==> src/include/ebm_pkg.sv <==
// Package with constants and carrier types of the external bus chip-select mux.
package ebm_pkg;

  // ----------------------------------------------------------------------
  // Register map
  // ----------------------------------------------------------------------
  localparam logic [7:0] EBM_SELECT_OFFSET = 8'h00;
  localparam logic [7:0] EBM_STATUS_OFFSET = 8'h04;
  localparam logic [31:0] EBM_SELECT_RESET = 32'h0000_0000;
  localparam logic [31:0] EBM_SELECT_WMASK = 32'h0000_003e;
  localparam int EBM_DRAM_BIT = 1;
  localparam int EBM_NAND2_BIT = 2;
  localparam int EBM_NAND3_BIT = 3;
  localparam int EBM_CARD4_BIT = 4;
  localparam int EBM_CARD5_BIT = 5;

  // ----------------------------------------------------------------------
  // Bus widths and counts
  // ----------------------------------------------------------------------
  localparam int EBM_DATA_W = 16;
  localparam int EBM_ADDR_W = 24;
  localparam int EBM_NCS = 6;
  localparam int EBM_FLOAT_W = 4;
  localparam logic [3:0] EBM_FLOAT_RESET = 4'h0;

  // Card mode field in transfer address bits 23..21.
  localparam int EBM_MODE_MSB = 23;
  localparam int EBM_MODE_LSB = 21;
  localparam logic [2:0] EBM_MODE_ATTR = 3'h0;
  localparam logic [2:0] EBM_MODE_COMMON = 3'h2;
  localparam logic [2:0] EBM_MODE_IO = 3'h4;
  localparam logic [2:0] EBM_MODE_IDE = 3'h6;
  localparam logic [2:0] EBM_MODE_ALT_IDE = 3'h7;

  // Owner of the shared pins.
  typedef enum logic [1:0] {
    EBM_OWN_STATIC = 2'b00,
    EBM_OWN_DRAM = 2'b01,
    EBM_OWN_NAND = 2'b10
  } ebm_owner_t;

  // Pin behaviour of one access.
  typedef enum logic [1:0] {
    EBM_KIND_STATIC = 2'b00,
    EBM_KIND_DRAM = 2'b01,
    EBM_KIND_NAND = 2'b10,
    EBM_KIND_CARD = 2'b11
  } ebm_kind_t;

  // Pin set that one controller wants to drive.
  typedef struct packed {
    logic active;
    logic [EBM_ADDR_W-1:0] addr;
    logic [EBM_NCS-1:0] cs_n;
    logic rd_n;
    logic we0_n;
    logic we1_n;
    logic data_oe_n;
    logic [EBM_DATA_W-1:0] data;
  } ebm_pins_t;

  // Card strobes.
  typedef struct packed {
    logic ce1_n;
    logic ce2_n;
    logic noe_n;
    logic nwe_n;
    logic niord_n;
    logic rnw;
  } ebm_card_t;

endpackage : ebm_pkg

==> src/rtl/ebm_float_gap.sv <==
// Counter that holds off a new owner of the data pins for the float time.
`timescale 1ns/10ps
`default_nettype none
module ebm_float_gap
  import ebm_pkg::*;
#(
  parameter int FLOAT_W = EBM_FLOAT_W
) (
  // Clock and reset
  input wire logic clk_i,
  input wire logic rst_i,
  // Control
  input wire logic start_i,
  input wire logic [FLOAT_W-1:0] float_cycles_i,
  // Status
  output logic busy_o
);

  typedef struct packed {
    logic [FLOAT_W-1:0] count;
    logic busy;
  } ebm_gap_state_t;

  ebm_gap_state_t state_reg;
  ebm_gap_state_t state_next;

  always_comb begin
    state_next = state_reg;
    if (start_i) begin
      state_next.count = float_cycles_i;
      state_next.busy = (float_cycles_i != '0);
    end else if (state_reg.busy) begin
      state_next.count = state_reg.count - 1'b1;
      state_next.busy = (state_reg.count > 1);
    end
  end

  always_ff @(posedge clk_i) begin
    if (rst_i) begin
      state_reg <= '0;
    end else begin
      state_reg <= state_next;
    end
  end

  assign busy_o = state_reg.busy;

endmodule : ebm_float_gap
`default_nettype wire

==> src/rtl/ebm_cs_mux.sv <==
// Chip-select assignment register and shared pin multiplexer of the external bus.
`timescale 1ns/10ps
`default_nettype none
// Operation
// - Select bit 5 set makes chip-select 5 accesses use card pin behaviour.
// - Select bit 4 chooses static or card pin behaviour for chip-select 4.
// - Select bit 3 set makes chip-select 3 accesses use NAND pin behaviour.
// - Select bit 2 set makes chip-select 2 accesses use NAND pin behaviour.
// - Select bit 1 set routes chip-select 1 to DRAM pin behaviour.
// - Address and output control lines stay stable while no access runs.
// - Data pins pass from a still-driving owner to a new one only after the old owner's float time.
// - DRAM refresh runs alone and never delays other controllers.
// - One 16-bit data bus and 24-bit address bus, chosen by area.
// - Two interrupt lines: one from DRAM, one from the ECC engine.
// - Card logic serves only chip-select 4 and 5 transfers.
// - Card modes supported; no IO write, IO16 or ATA select handling.
// - Address bits 23..21 pick attribute, common, IO, IDE or alternate IDE.
// - In card mode the chip-select pin carries only the card select.
module ebm_cs_mux
  import ebm_pkg::*;
#(
  parameter int FLOAT_W = EBM_FLOAT_W
) (
  // Clock and reset
  input wire logic clk_i,
  input wire logic rst_i,
  // Wishbone slave
  input wire logic wb_cyc_i,
  input wire logic wb_stb_i,
  input wire logic wb_we_i,
  input wire logic [7:0] wb_adr_i,
  input wire logic [3:0] wb_sel_i,
  input wire logic [31:0] wb_dat_i,
  output logic [31:0] wb_dat_o,
  output logic wb_ack_o,
  // Controller pin requests
  input wire ebm_pins_t static_pins_i,
  input wire ebm_pins_t dram_pins_i,
  input wire ebm_pins_t nand_pins_i,
  input wire logic dram_refresh_i,
  input wire logic [FLOAT_W-1:0] static_float_i,
  input wire logic [FLOAT_W-1:0] dram_float_i,
  input wire logic [FLOAT_W-1:0] nand_float_i,
  // Controller interrupts
  input wire logic dram_irq_i,
  input wire logic ecc_irq_i,
  // Shared external pins
  output logic [EBM_ADDR_W-1:0] ext_addr_o,
  output logic [EBM_NCS-1:0] ext_chip_select_n_o,
  output logic ext_rd_n_o,
  output logic ext_we0_n_o,
  output logic ext_we1_n_o,
  output logic [EBM_DATA_W-1:0] ext_data_o,
  output logic ext_data_oe_n_o,
  output ebm_card_t card_o,
  // Status toward controllers and interrupt controller
  output logic dram_enable_o,
  output logic static_grant_o,
  output logic nand_grant_o,
  output logic dram_irq_line_o,
  output logic ecc_irq_line_o
);

  // ----------------------------------------------------------------------
  // State
  // ----------------------------------------------------------------------
  typedef struct packed {
    logic [31:0] select;
    logic [31:0] rdata;
    logic ack;
    ebm_owner_t owner;
    ebm_owner_t last_driver;
    logic [EBM_ADDR_W-1:0] addr;
    logic [EBM_NCS-1:0] cs_n;
    logic rd_n;
    logic we0_n;
    logic we1_n;
    logic [EBM_DATA_W-1:0] data;
    logic data_oe_n;
    ebm_card_t card;
    logic static_grant;
    logic nand_grant;
    logic dram_irq;
    logic ecc_irq;
  } ebm_state_t;

  ebm_state_t state_reg;
  ebm_state_t state_next;

  logic gap_busy;
  logic gap_start;
  logic [FLOAT_W-1:0] gap_cycles;

  // ----------------------------------------------------------------------
  // Decoding
  // ----------------------------------------------------------------------
  // Kind of pin behaviour for the lowest active chip select whose select bit is set.
  function automatic ebm_kind_t cs_kind(input logic [EBM_NCS-1:0] cs_n,
                                        input logic [31:0] sel);
    ebm_kind_t k;
    k = EBM_KIND_STATIC;
    if (!cs_n[1] && sel[EBM_DRAM_BIT]) begin
      k = EBM_KIND_DRAM;
    end else if ((!cs_n[2] && sel[EBM_NAND2_BIT]) || (!cs_n[3] && sel[EBM_NAND3_BIT])) begin
      k = EBM_KIND_NAND;
    end else if ((!cs_n[4] && sel[EBM_CARD4_BIT]) || (!cs_n[5] && sel[EBM_CARD5_BIT])) begin
      k = EBM_KIND_CARD;
    end
    return k;
  endfunction : cs_kind

  // Card strobes from the static strobes and the mode field.
  function automatic ebm_card_t card_strobes(input ebm_pins_t p, input logic [2:0] mode);
    ebm_card_t c;
    c.rnw = p.we0_n;
    c.ce1_n = p.addr[0];
    c.ce2_n = p.we1_n;
    c.noe_n = 1'b1;
    c.nwe_n = 1'b1;
    c.niord_n = 1'b1;
    unique case (mode)
      EBM_MODE_ATTR, EBM_MODE_COMMON: begin
        c.noe_n = p.rd_n;
        c.nwe_n = p.we0_n;
      end
      EBM_MODE_IO: begin
        c.niord_n = p.rd_n;
      end
      EBM_MODE_IDE: begin
        c.noe_n = 1'b0;
        c.niord_n = p.rd_n;
        c.ce1_n = 1'b0;
        c.ce2_n = 1'b1;
      end
      EBM_MODE_ALT_IDE: begin
        c.noe_n = 1'b0;
        c.niord_n = p.rd_n;
        c.ce1_n = 1'b1;
        c.ce2_n = 1'b0;
      end
      default: begin
        c.ce1_n = 1'b1;
        c.ce2_n = 1'b1;
      end
    endcase
    return c;
  endfunction : card_strobes

  // ----------------------------------------------------------------------
  // Next state
  // ----------------------------------------------------------------------
  ebm_kind_t st_kind;
  ebm_kind_t nd_kind;
  logic wb_req;
  logic want_static;
  logic want_nand;
  logic want_dram;
  ebm_pins_t pick;
  ebm_owner_t want_owner;
  logic [31:0] wmask;

  always_comb begin
    st_kind = cs_kind(static_pins_i.cs_n, state_reg.select);
    nd_kind = cs_kind(nand_pins_i.cs_n, state_reg.select);
    wb_req = wb_cyc_i && wb_stb_i && !state_reg.ack;
    want_dram = dram_pins_i.active && state_reg.select[EBM_DRAM_BIT];
    want_static = static_pins_i.active && (st_kind != EBM_KIND_NAND);
    want_nand = nand_pins_i.active && (nd_kind == EBM_KIND_NAND);
    wmask = {{8{wb_sel_i[3]}}, {8{wb_sel_i[2]}}, {8{wb_sel_i[1]}}, {8{wb_sel_i[0]}}};
    state_next = state_reg;
    gap_start = 1'b0;
    gap_cycles = '0;
    pick = static_pins_i;
    want_owner = state_reg.owner;

    // Wishbone slave: one wait-free cycle, unmapped reads return zero.
    state_next.ack = wb_req;
    state_next.rdata = 32'h0000_0000;
    if (wb_req && wb_we_i && wb_adr_i == EBM_SELECT_OFFSET) begin
      state_next.select = (state_reg.select & ~(wmask & EBM_SELECT_WMASK))
                        | (wb_dat_i & wmask & EBM_SELECT_WMASK);
    end
    if (wb_req && !wb_we_i) begin
      if (wb_adr_i == EBM_SELECT_OFFSET) begin
        state_next.rdata = state_reg.select & EBM_SELECT_WMASK;
      end else if (wb_adr_i == EBM_STATUS_OFFSET) begin
        state_next.rdata = {27'h0000000, gap_busy, state_reg.owner, state_reg.data_oe_n,
                            dram_refresh_i};
      end
    end

    // Area arbitration; a pure refresh keeps the DRAM pins off the shared bus.
    if (want_static) begin
      want_owner = EBM_OWN_STATIC;
    end else if (want_nand) begin
      want_owner = EBM_OWN_NAND;
    end else if (want_dram && !dram_refresh_i) begin
      want_owner = EBM_OWN_DRAM;
    end

    // Hold the new owner off while the previous driver floats the data pins.
    if (want_owner != state_reg.last_driver && !state_reg.data_oe_n) begin
      gap_start = 1'b1;
      unique case (state_reg.last_driver)
        EBM_OWN_STATIC: gap_cycles = static_float_i;
        EBM_OWN_DRAM: gap_cycles = dram_float_i;
        EBM_OWN_NAND: gap_cycles = nand_float_i;
        default: gap_cycles = static_float_i;
      endcase
      state_next.data_oe_n = 1'b1;
    end
    state_next.owner = want_owner;

    unique case (want_owner)
      EBM_OWN_DRAM: pick = dram_pins_i;
      EBM_OWN_NAND: pick = nand_pins_i;
      default: pick = static_pins_i;
    endcase

    state_next.static_grant = want_static && (want_owner == EBM_OWN_STATIC);
    state_next.nand_grant = want_nand && (want_owner == EBM_OWN_NAND);

    if (want_static || want_nand || (want_dram && !dram_refresh_i)) begin
      state_next.addr = pick.addr;
      state_next.cs_n = pick.cs_n;
      state_next.rd_n = pick.rd_n;
      state_next.we0_n = pick.we0_n;
      state_next.we1_n = pick.we1_n;
      state_next.data = pick.data;
      if (!gap_start && !gap_busy) begin
        state_next.data_oe_n = pick.data_oe_n;
        if (!pick.data_oe_n) begin
          state_next.last_driver = want_owner;
        end
      end
      if (want_owner == EBM_OWN_STATIC && st_kind == EBM_KIND_CARD) begin
        state_next.card = card_strobes(pick, pick.addr[EBM_MODE_MSB:EBM_MODE_LSB]);
        state_next.rd_n = 1'b1;
        state_next.we0_n = 1'b1;
        state_next.we1_n = state_next.card.niord_n;
      end else begin
        state_next.card = '{ce1_n: 1'b1, ce2_n: 1'b1, noe_n: 1'b1, nwe_n: 1'b1,
                            niord_n: 1'b1, rnw: 1'b1};
      end
    end else begin
      // Idle: address kept, strobes inactive.
      state_next.cs_n = '1;
      state_next.rd_n = 1'b1;
      state_next.we0_n = 1'b1;
      state_next.we1_n = 1'b1;
      state_next.data_oe_n = 1'b1;
      state_next.card = '{ce1_n: 1'b1, ce2_n: 1'b1, noe_n: 1'b1, nwe_n: 1'b1,
                          niord_n: 1'b1, rnw: state_reg.card.rnw};
    end

    // In card mode the select pins carry only card selects.
    if (state_reg.select[EBM_CARD4_BIT] && want_owner != EBM_OWN_STATIC) begin
      state_next.cs_n[4] = 1'b1;
    end
    if (state_reg.select[EBM_CARD5_BIT] && want_owner != EBM_OWN_STATIC) begin
      state_next.cs_n[5] = 1'b1;
    end

    state_next.dram_irq = dram_irq_i;
    state_next.ecc_irq = ecc_irq_i;
  end

  // ----------------------------------------------------------------------
  // Registers
  // ----------------------------------------------------------------------
  always_ff @(posedge clk_i) begin
    if (rst_i) begin
      state_reg <= '0;
      state_reg.select <= EBM_SELECT_RESET;
      state_reg.cs_n <= '1;
      state_reg.rd_n <= 1'b1;
      state_reg.we0_n <= 1'b1;
      state_reg.we1_n <= 1'b1;
      state_reg.data_oe_n <= 1'b1;
      state_reg.card <= '{ce1_n: 1'b1, ce2_n: 1'b1, noe_n: 1'b1, nwe_n: 1'b1,
                          niord_n: 1'b1, rnw: 1'b1};
    end else begin
      state_reg <= state_next;
    end
  end

  ebm_float_gap #(
    .FLOAT_W(FLOAT_W)
  ) u_gap (
    .clk_i(clk_i),
    .rst_i(rst_i),
    .start_i(gap_start),
    .float_cycles_i(gap_cycles),
    .busy_o(gap_busy)
  );

  // ----------------------------------------------------------------------
  // Outputs
  // ----------------------------------------------------------------------
  assign wb_dat_o = state_reg.rdata;
  assign wb_ack_o = state_reg.ack;
  assign ext_addr_o = state_reg.addr;
  assign ext_chip_select_n_o = state_reg.cs_n;
  assign ext_rd_n_o = state_reg.rd_n;
  assign ext_we0_n_o = state_reg.we0_n;
  assign ext_we1_n_o = state_reg.we1_n;
  assign ext_data_o = state_reg.data;
  assign ext_data_oe_n_o = state_reg.data_oe_n;
  assign card_o = state_reg.card;
  assign dram_enable_o = state_reg.select[EBM_DRAM_BIT];
  assign static_grant_o = state_reg.static_grant;
  assign nand_grant_o = state_reg.nand_grant;
  assign dram_irq_line_o = state_reg.dram_irq;
  assign ecc_irq_line_o = state_reg.ecc_irq;

endmodule : ebm_cs_mux
`default_nettype wire

==> config.mk <==
export PLATFORM = sky130hd
export DESIGN_NAME = ebm_cs_mux
export DESIGN_NICKNAME = d
export VERILOG_FILES = /design/src/include/ebm_pkg.sv /design/src/rtl/ebm_float_gap.sv /design/src/rtl/ebm_cs_mux.sv
export SDC_FILE = /design/constraint.sdc
export NUM_CORES = 1
export LEC_CHECK = 0
export BUFFER_PORTS_ARGS = -buffer_cell sky130_fd_sc_hd__buf_4
export CORE_AREA = 2 2 121 123
export DETAILED_ROUTE_END_ITERATION = 16
export DIE_AREA = 0 0 123 125
export PLACE_DENSITY = 0.69
export SYNTH_ARGS = -nofsm -noshare
export SYNTH_HDL_FRONTEND = slang
export SYNTH_SLANG_ARGS = --single-unit
==> constraint.sdc <==
create_clock -name clk_i -period 2.75 [get_ports clk_i]
set_input_delay 0.55 -clock clk_i [delete_from_list [all_inputs] [get_ports clk_i]]
set_output_delay 0.55 -clock clk_i [all_outputs]
set_load 0.02 [all_outputs]
==> impl_metrics.yaml <==
power_and_ir_drop:
  max-vdd-ir-drop_uv: 291
  power_density_mw_per_mm2: 436
  p_leak_nw: 2.96
clock_tree:
  clkTransAtPathRegs_ns: 0.06
  htree_levels: 3
  cts_tree: "yes"
  root_buffer: "clkbuf_16"
  cts_buffer_depth: 2
  clk_latency_ns: 0.34
  cts_hold_buffers: 0
  cts_sinks: 81
  cts_buffers: 9
  postCtsSetupBuffers: 0
worst_setup_path:
  path_class: "flip-flop to flip-flop"
  worst-r2r-setup-slack_ns: 0.31
  cpPeakStageDelay_ns: 0.37
  critPathSlowestCell: "dfxtp_1"
  ff2ff_path_depth: 13
  cp-end-kind: "flip-flop"
  cp_max_fo: 7
  crit_path_start_kind: "flip-flop"
  crit_arrival_ns: 2.66
  crit_chain: "and2b_1 -> o21ai_2 -> nand2_2 -> nand2_2 -> or2_4 -> inv_4 -> ha_2 -> a22oi_1 -> nand2_1 -> o21ai_0 -> nor2_1 -> mux2i_1 -> nand2_1"
  required_ns: 2.97
  crit_buf_inv: 1
  crit_family: "simple AND/OR/NAND/NOR gates"
  cp.depth: 13
  r2r-end: "card_o[4]"
worst_hold_path:
  worstHoldStart: "wb_adr_i[2]"
  hold_path_class: "input pin to flip-flop"
  hold_depth: 2
  min_to: "wb_dat_o[5]"
synthesis:
  synth_ff_type: "dfxtp_1"
  synthCells: 583
  yosysTopAreaCell: "dfxtp_1"
  synth_top_area_share_pct: 34.7
  ys_seq_area_share_pct: 34.7
  synth_edf_count: 0
  syn_area_per_cell_um2: 8.01
  synthTopCellsByCount: "109 x nor2_1, 85 x buf_4, 81 x dfxtp_1, 59 x a22oi_1, 47 x a21oi_1"
  yosys.cell_count.top_type: "nor2_1"
  synthArstFlopShare_pct: 0
  ys_types: 51
  synthTopCellsByArea: "dfxtp_1 35%, buf_4 14%, a22oi_1 9.5%"
  synth_seq_cells: 81
  ys_warn_count: 0
  synth_area_mm2: 0.00467
global_routing:
  antenna_found_initial: 0
  grt_pass1_vias: 4294
  grt_pass1_wl_mm: 20.9
  grt_max_degree: 53
  grt_remaining_overflow: 0
  grt_use_total_pct: 17.3
sta:
  final.period_utilization_pct: 88.6
  fin_crit_ns: 2.44
  max_freq_mhz: 410
  fin_skew_ns: 0.00964
  hold_viol_final: 0
  setup_violations: 0
  hold_ws_ns: 0.387
  slew_viol_final: 0
  rsz0062_at_grt: "false"
finish:
  final_cells: 970
  nNetsFinal: 1005
  area_growth_pct: 43.4
  largest_reg_flops: 24
  drive_above_1_share_pct: 41.2
  antenna_cells: 0
die:
  die_w_um: 123
  core_mm2: 0.0142
  dieArea_mm2: 0.0154
  start_util_pct: 32.9
  ios: 311
  rows: 44
  fp.dieH_um: 125
placement:
  numPortBuffers: 254
  gp_congestion: 0.804
  dp.final_hpwl_mm: 10.7
  dp.cells: 954
drt:
  wl_per_cell_um: 14.1
  drt_iter0_markers: 238
  dr.pass1.iters: 4
  wl_mm: 13.7
  drt.antenna.violating_nets: 0
  vias_per_cell: 4.76
  vias: 4614
  drc: 0
run:
  drv_cap: 0
status:
  outcome: "complete, no violations"
## cell type report
type	count	area, um^2
clock buffers	11	233
clock inverters	5	56.3
fillers	1454	7510
inverters	11	43.8
multi-input cells	392	2310
flip-flops and latches	81	1620
well taps	184	230
repair buffers	286	2200
## cell usage in the layout (no fill, tap or decap), types with 3 or more instances in the layout
| cell type | instances |
|---|---|
| conb_1 | 26 |
| clkbuf_16 | 9 |
| nor2_1 | 109 |
| buf_4 | 282 |
| o21ai_0 | 15 |
| nand2_2 | 3 |
| a21oi_1 | 47 |
| buf_12 | 4 |
| inv_1 | 9 |
| o211ai_1 | 3 |
| ha_1 | 4 |
| a211oi_1 | 40 |
| nor4_1 | 3 |
| nand2_1 | 27 |
| nor2b_1 | 4 |
| dfxtp_1 | 80 |
| mux2i_1 | 7 |
| nand2b_1 | 3 |
| nor3_1 | 3 |
| a22oi_1 | 59 |
## logic make-up (layout without fill, tap and decap cells)
family                     after synthesis  in the layout  synth area share, %
buffers and inverters                  135            313                 18.5
and+or+nand+nor                        173            173                 16.4
DFF                                     81             81                 34.7
xor gates and xnor gates                 5              5                 1.26
adders and majority gates                7              7                 1.88
other                                    1             26               0.0804
muxes                                    9              9                 1.98
AOI/OAI and AO/OA                      172            172                 25.1
## worst max-delay path by stage
stage	from	to	slack, ns
finish	flip-flop	card_o[4]	0.31
global route	flip-flop	card_o[4]	0.06
CTS	flip-flop	ext_we1_n_o	0.15
detailed placement	static_pins_i[23]	ext_we1_n_o	-0.1
global placement	static_pins_i[23]	ext_we1_n_o	-0.09
floorplan	static_pins_i[23]	ext_chip_select_n_o[1]	0.07
## timing repair
action | in CTS | in global routing
endpoints found under the hold margin | 0 | 0
setup endpoints to repair | 0 | 1
resized for setup | 0 | 2
## metal layers
metal / global-route usage, % / vias up / wire length, um
met4: 7.35 / 0 / 397
li1: - / 2330 / -
met1: 19.7 / 2060 / 5510
met3: 4.47 / 27 / 1110
met2: 30.0 / 197 / 6710
met5: 0 / - / 0
## report_power, final
part | switching, mW | internal (mW)
Sequential | 0.0210 | 1.21
Clock | 0.475 | 0.702
Combinational | 0.232 | 0.272
## per-stage QoR
stage                     setup TNS, ns  total power, mW  util [%]  instance area, um^2  setup slack [ns]
after floorplan                       0             1.53         -                 4760            0.0710
after global placement           -0.193             1.76      45.0                 6400           -0.0915
after detailed placement         -0.271             1.77      45.0                 6400           -0.0952
after CTS                             0             2.96      47.1                 6690             0.153
after global routing                  0             3.05      47.1                 6690            0.0630
final                                 0             2.92      47.1                 6690             0.313
(Power assumes the default switching activity.)
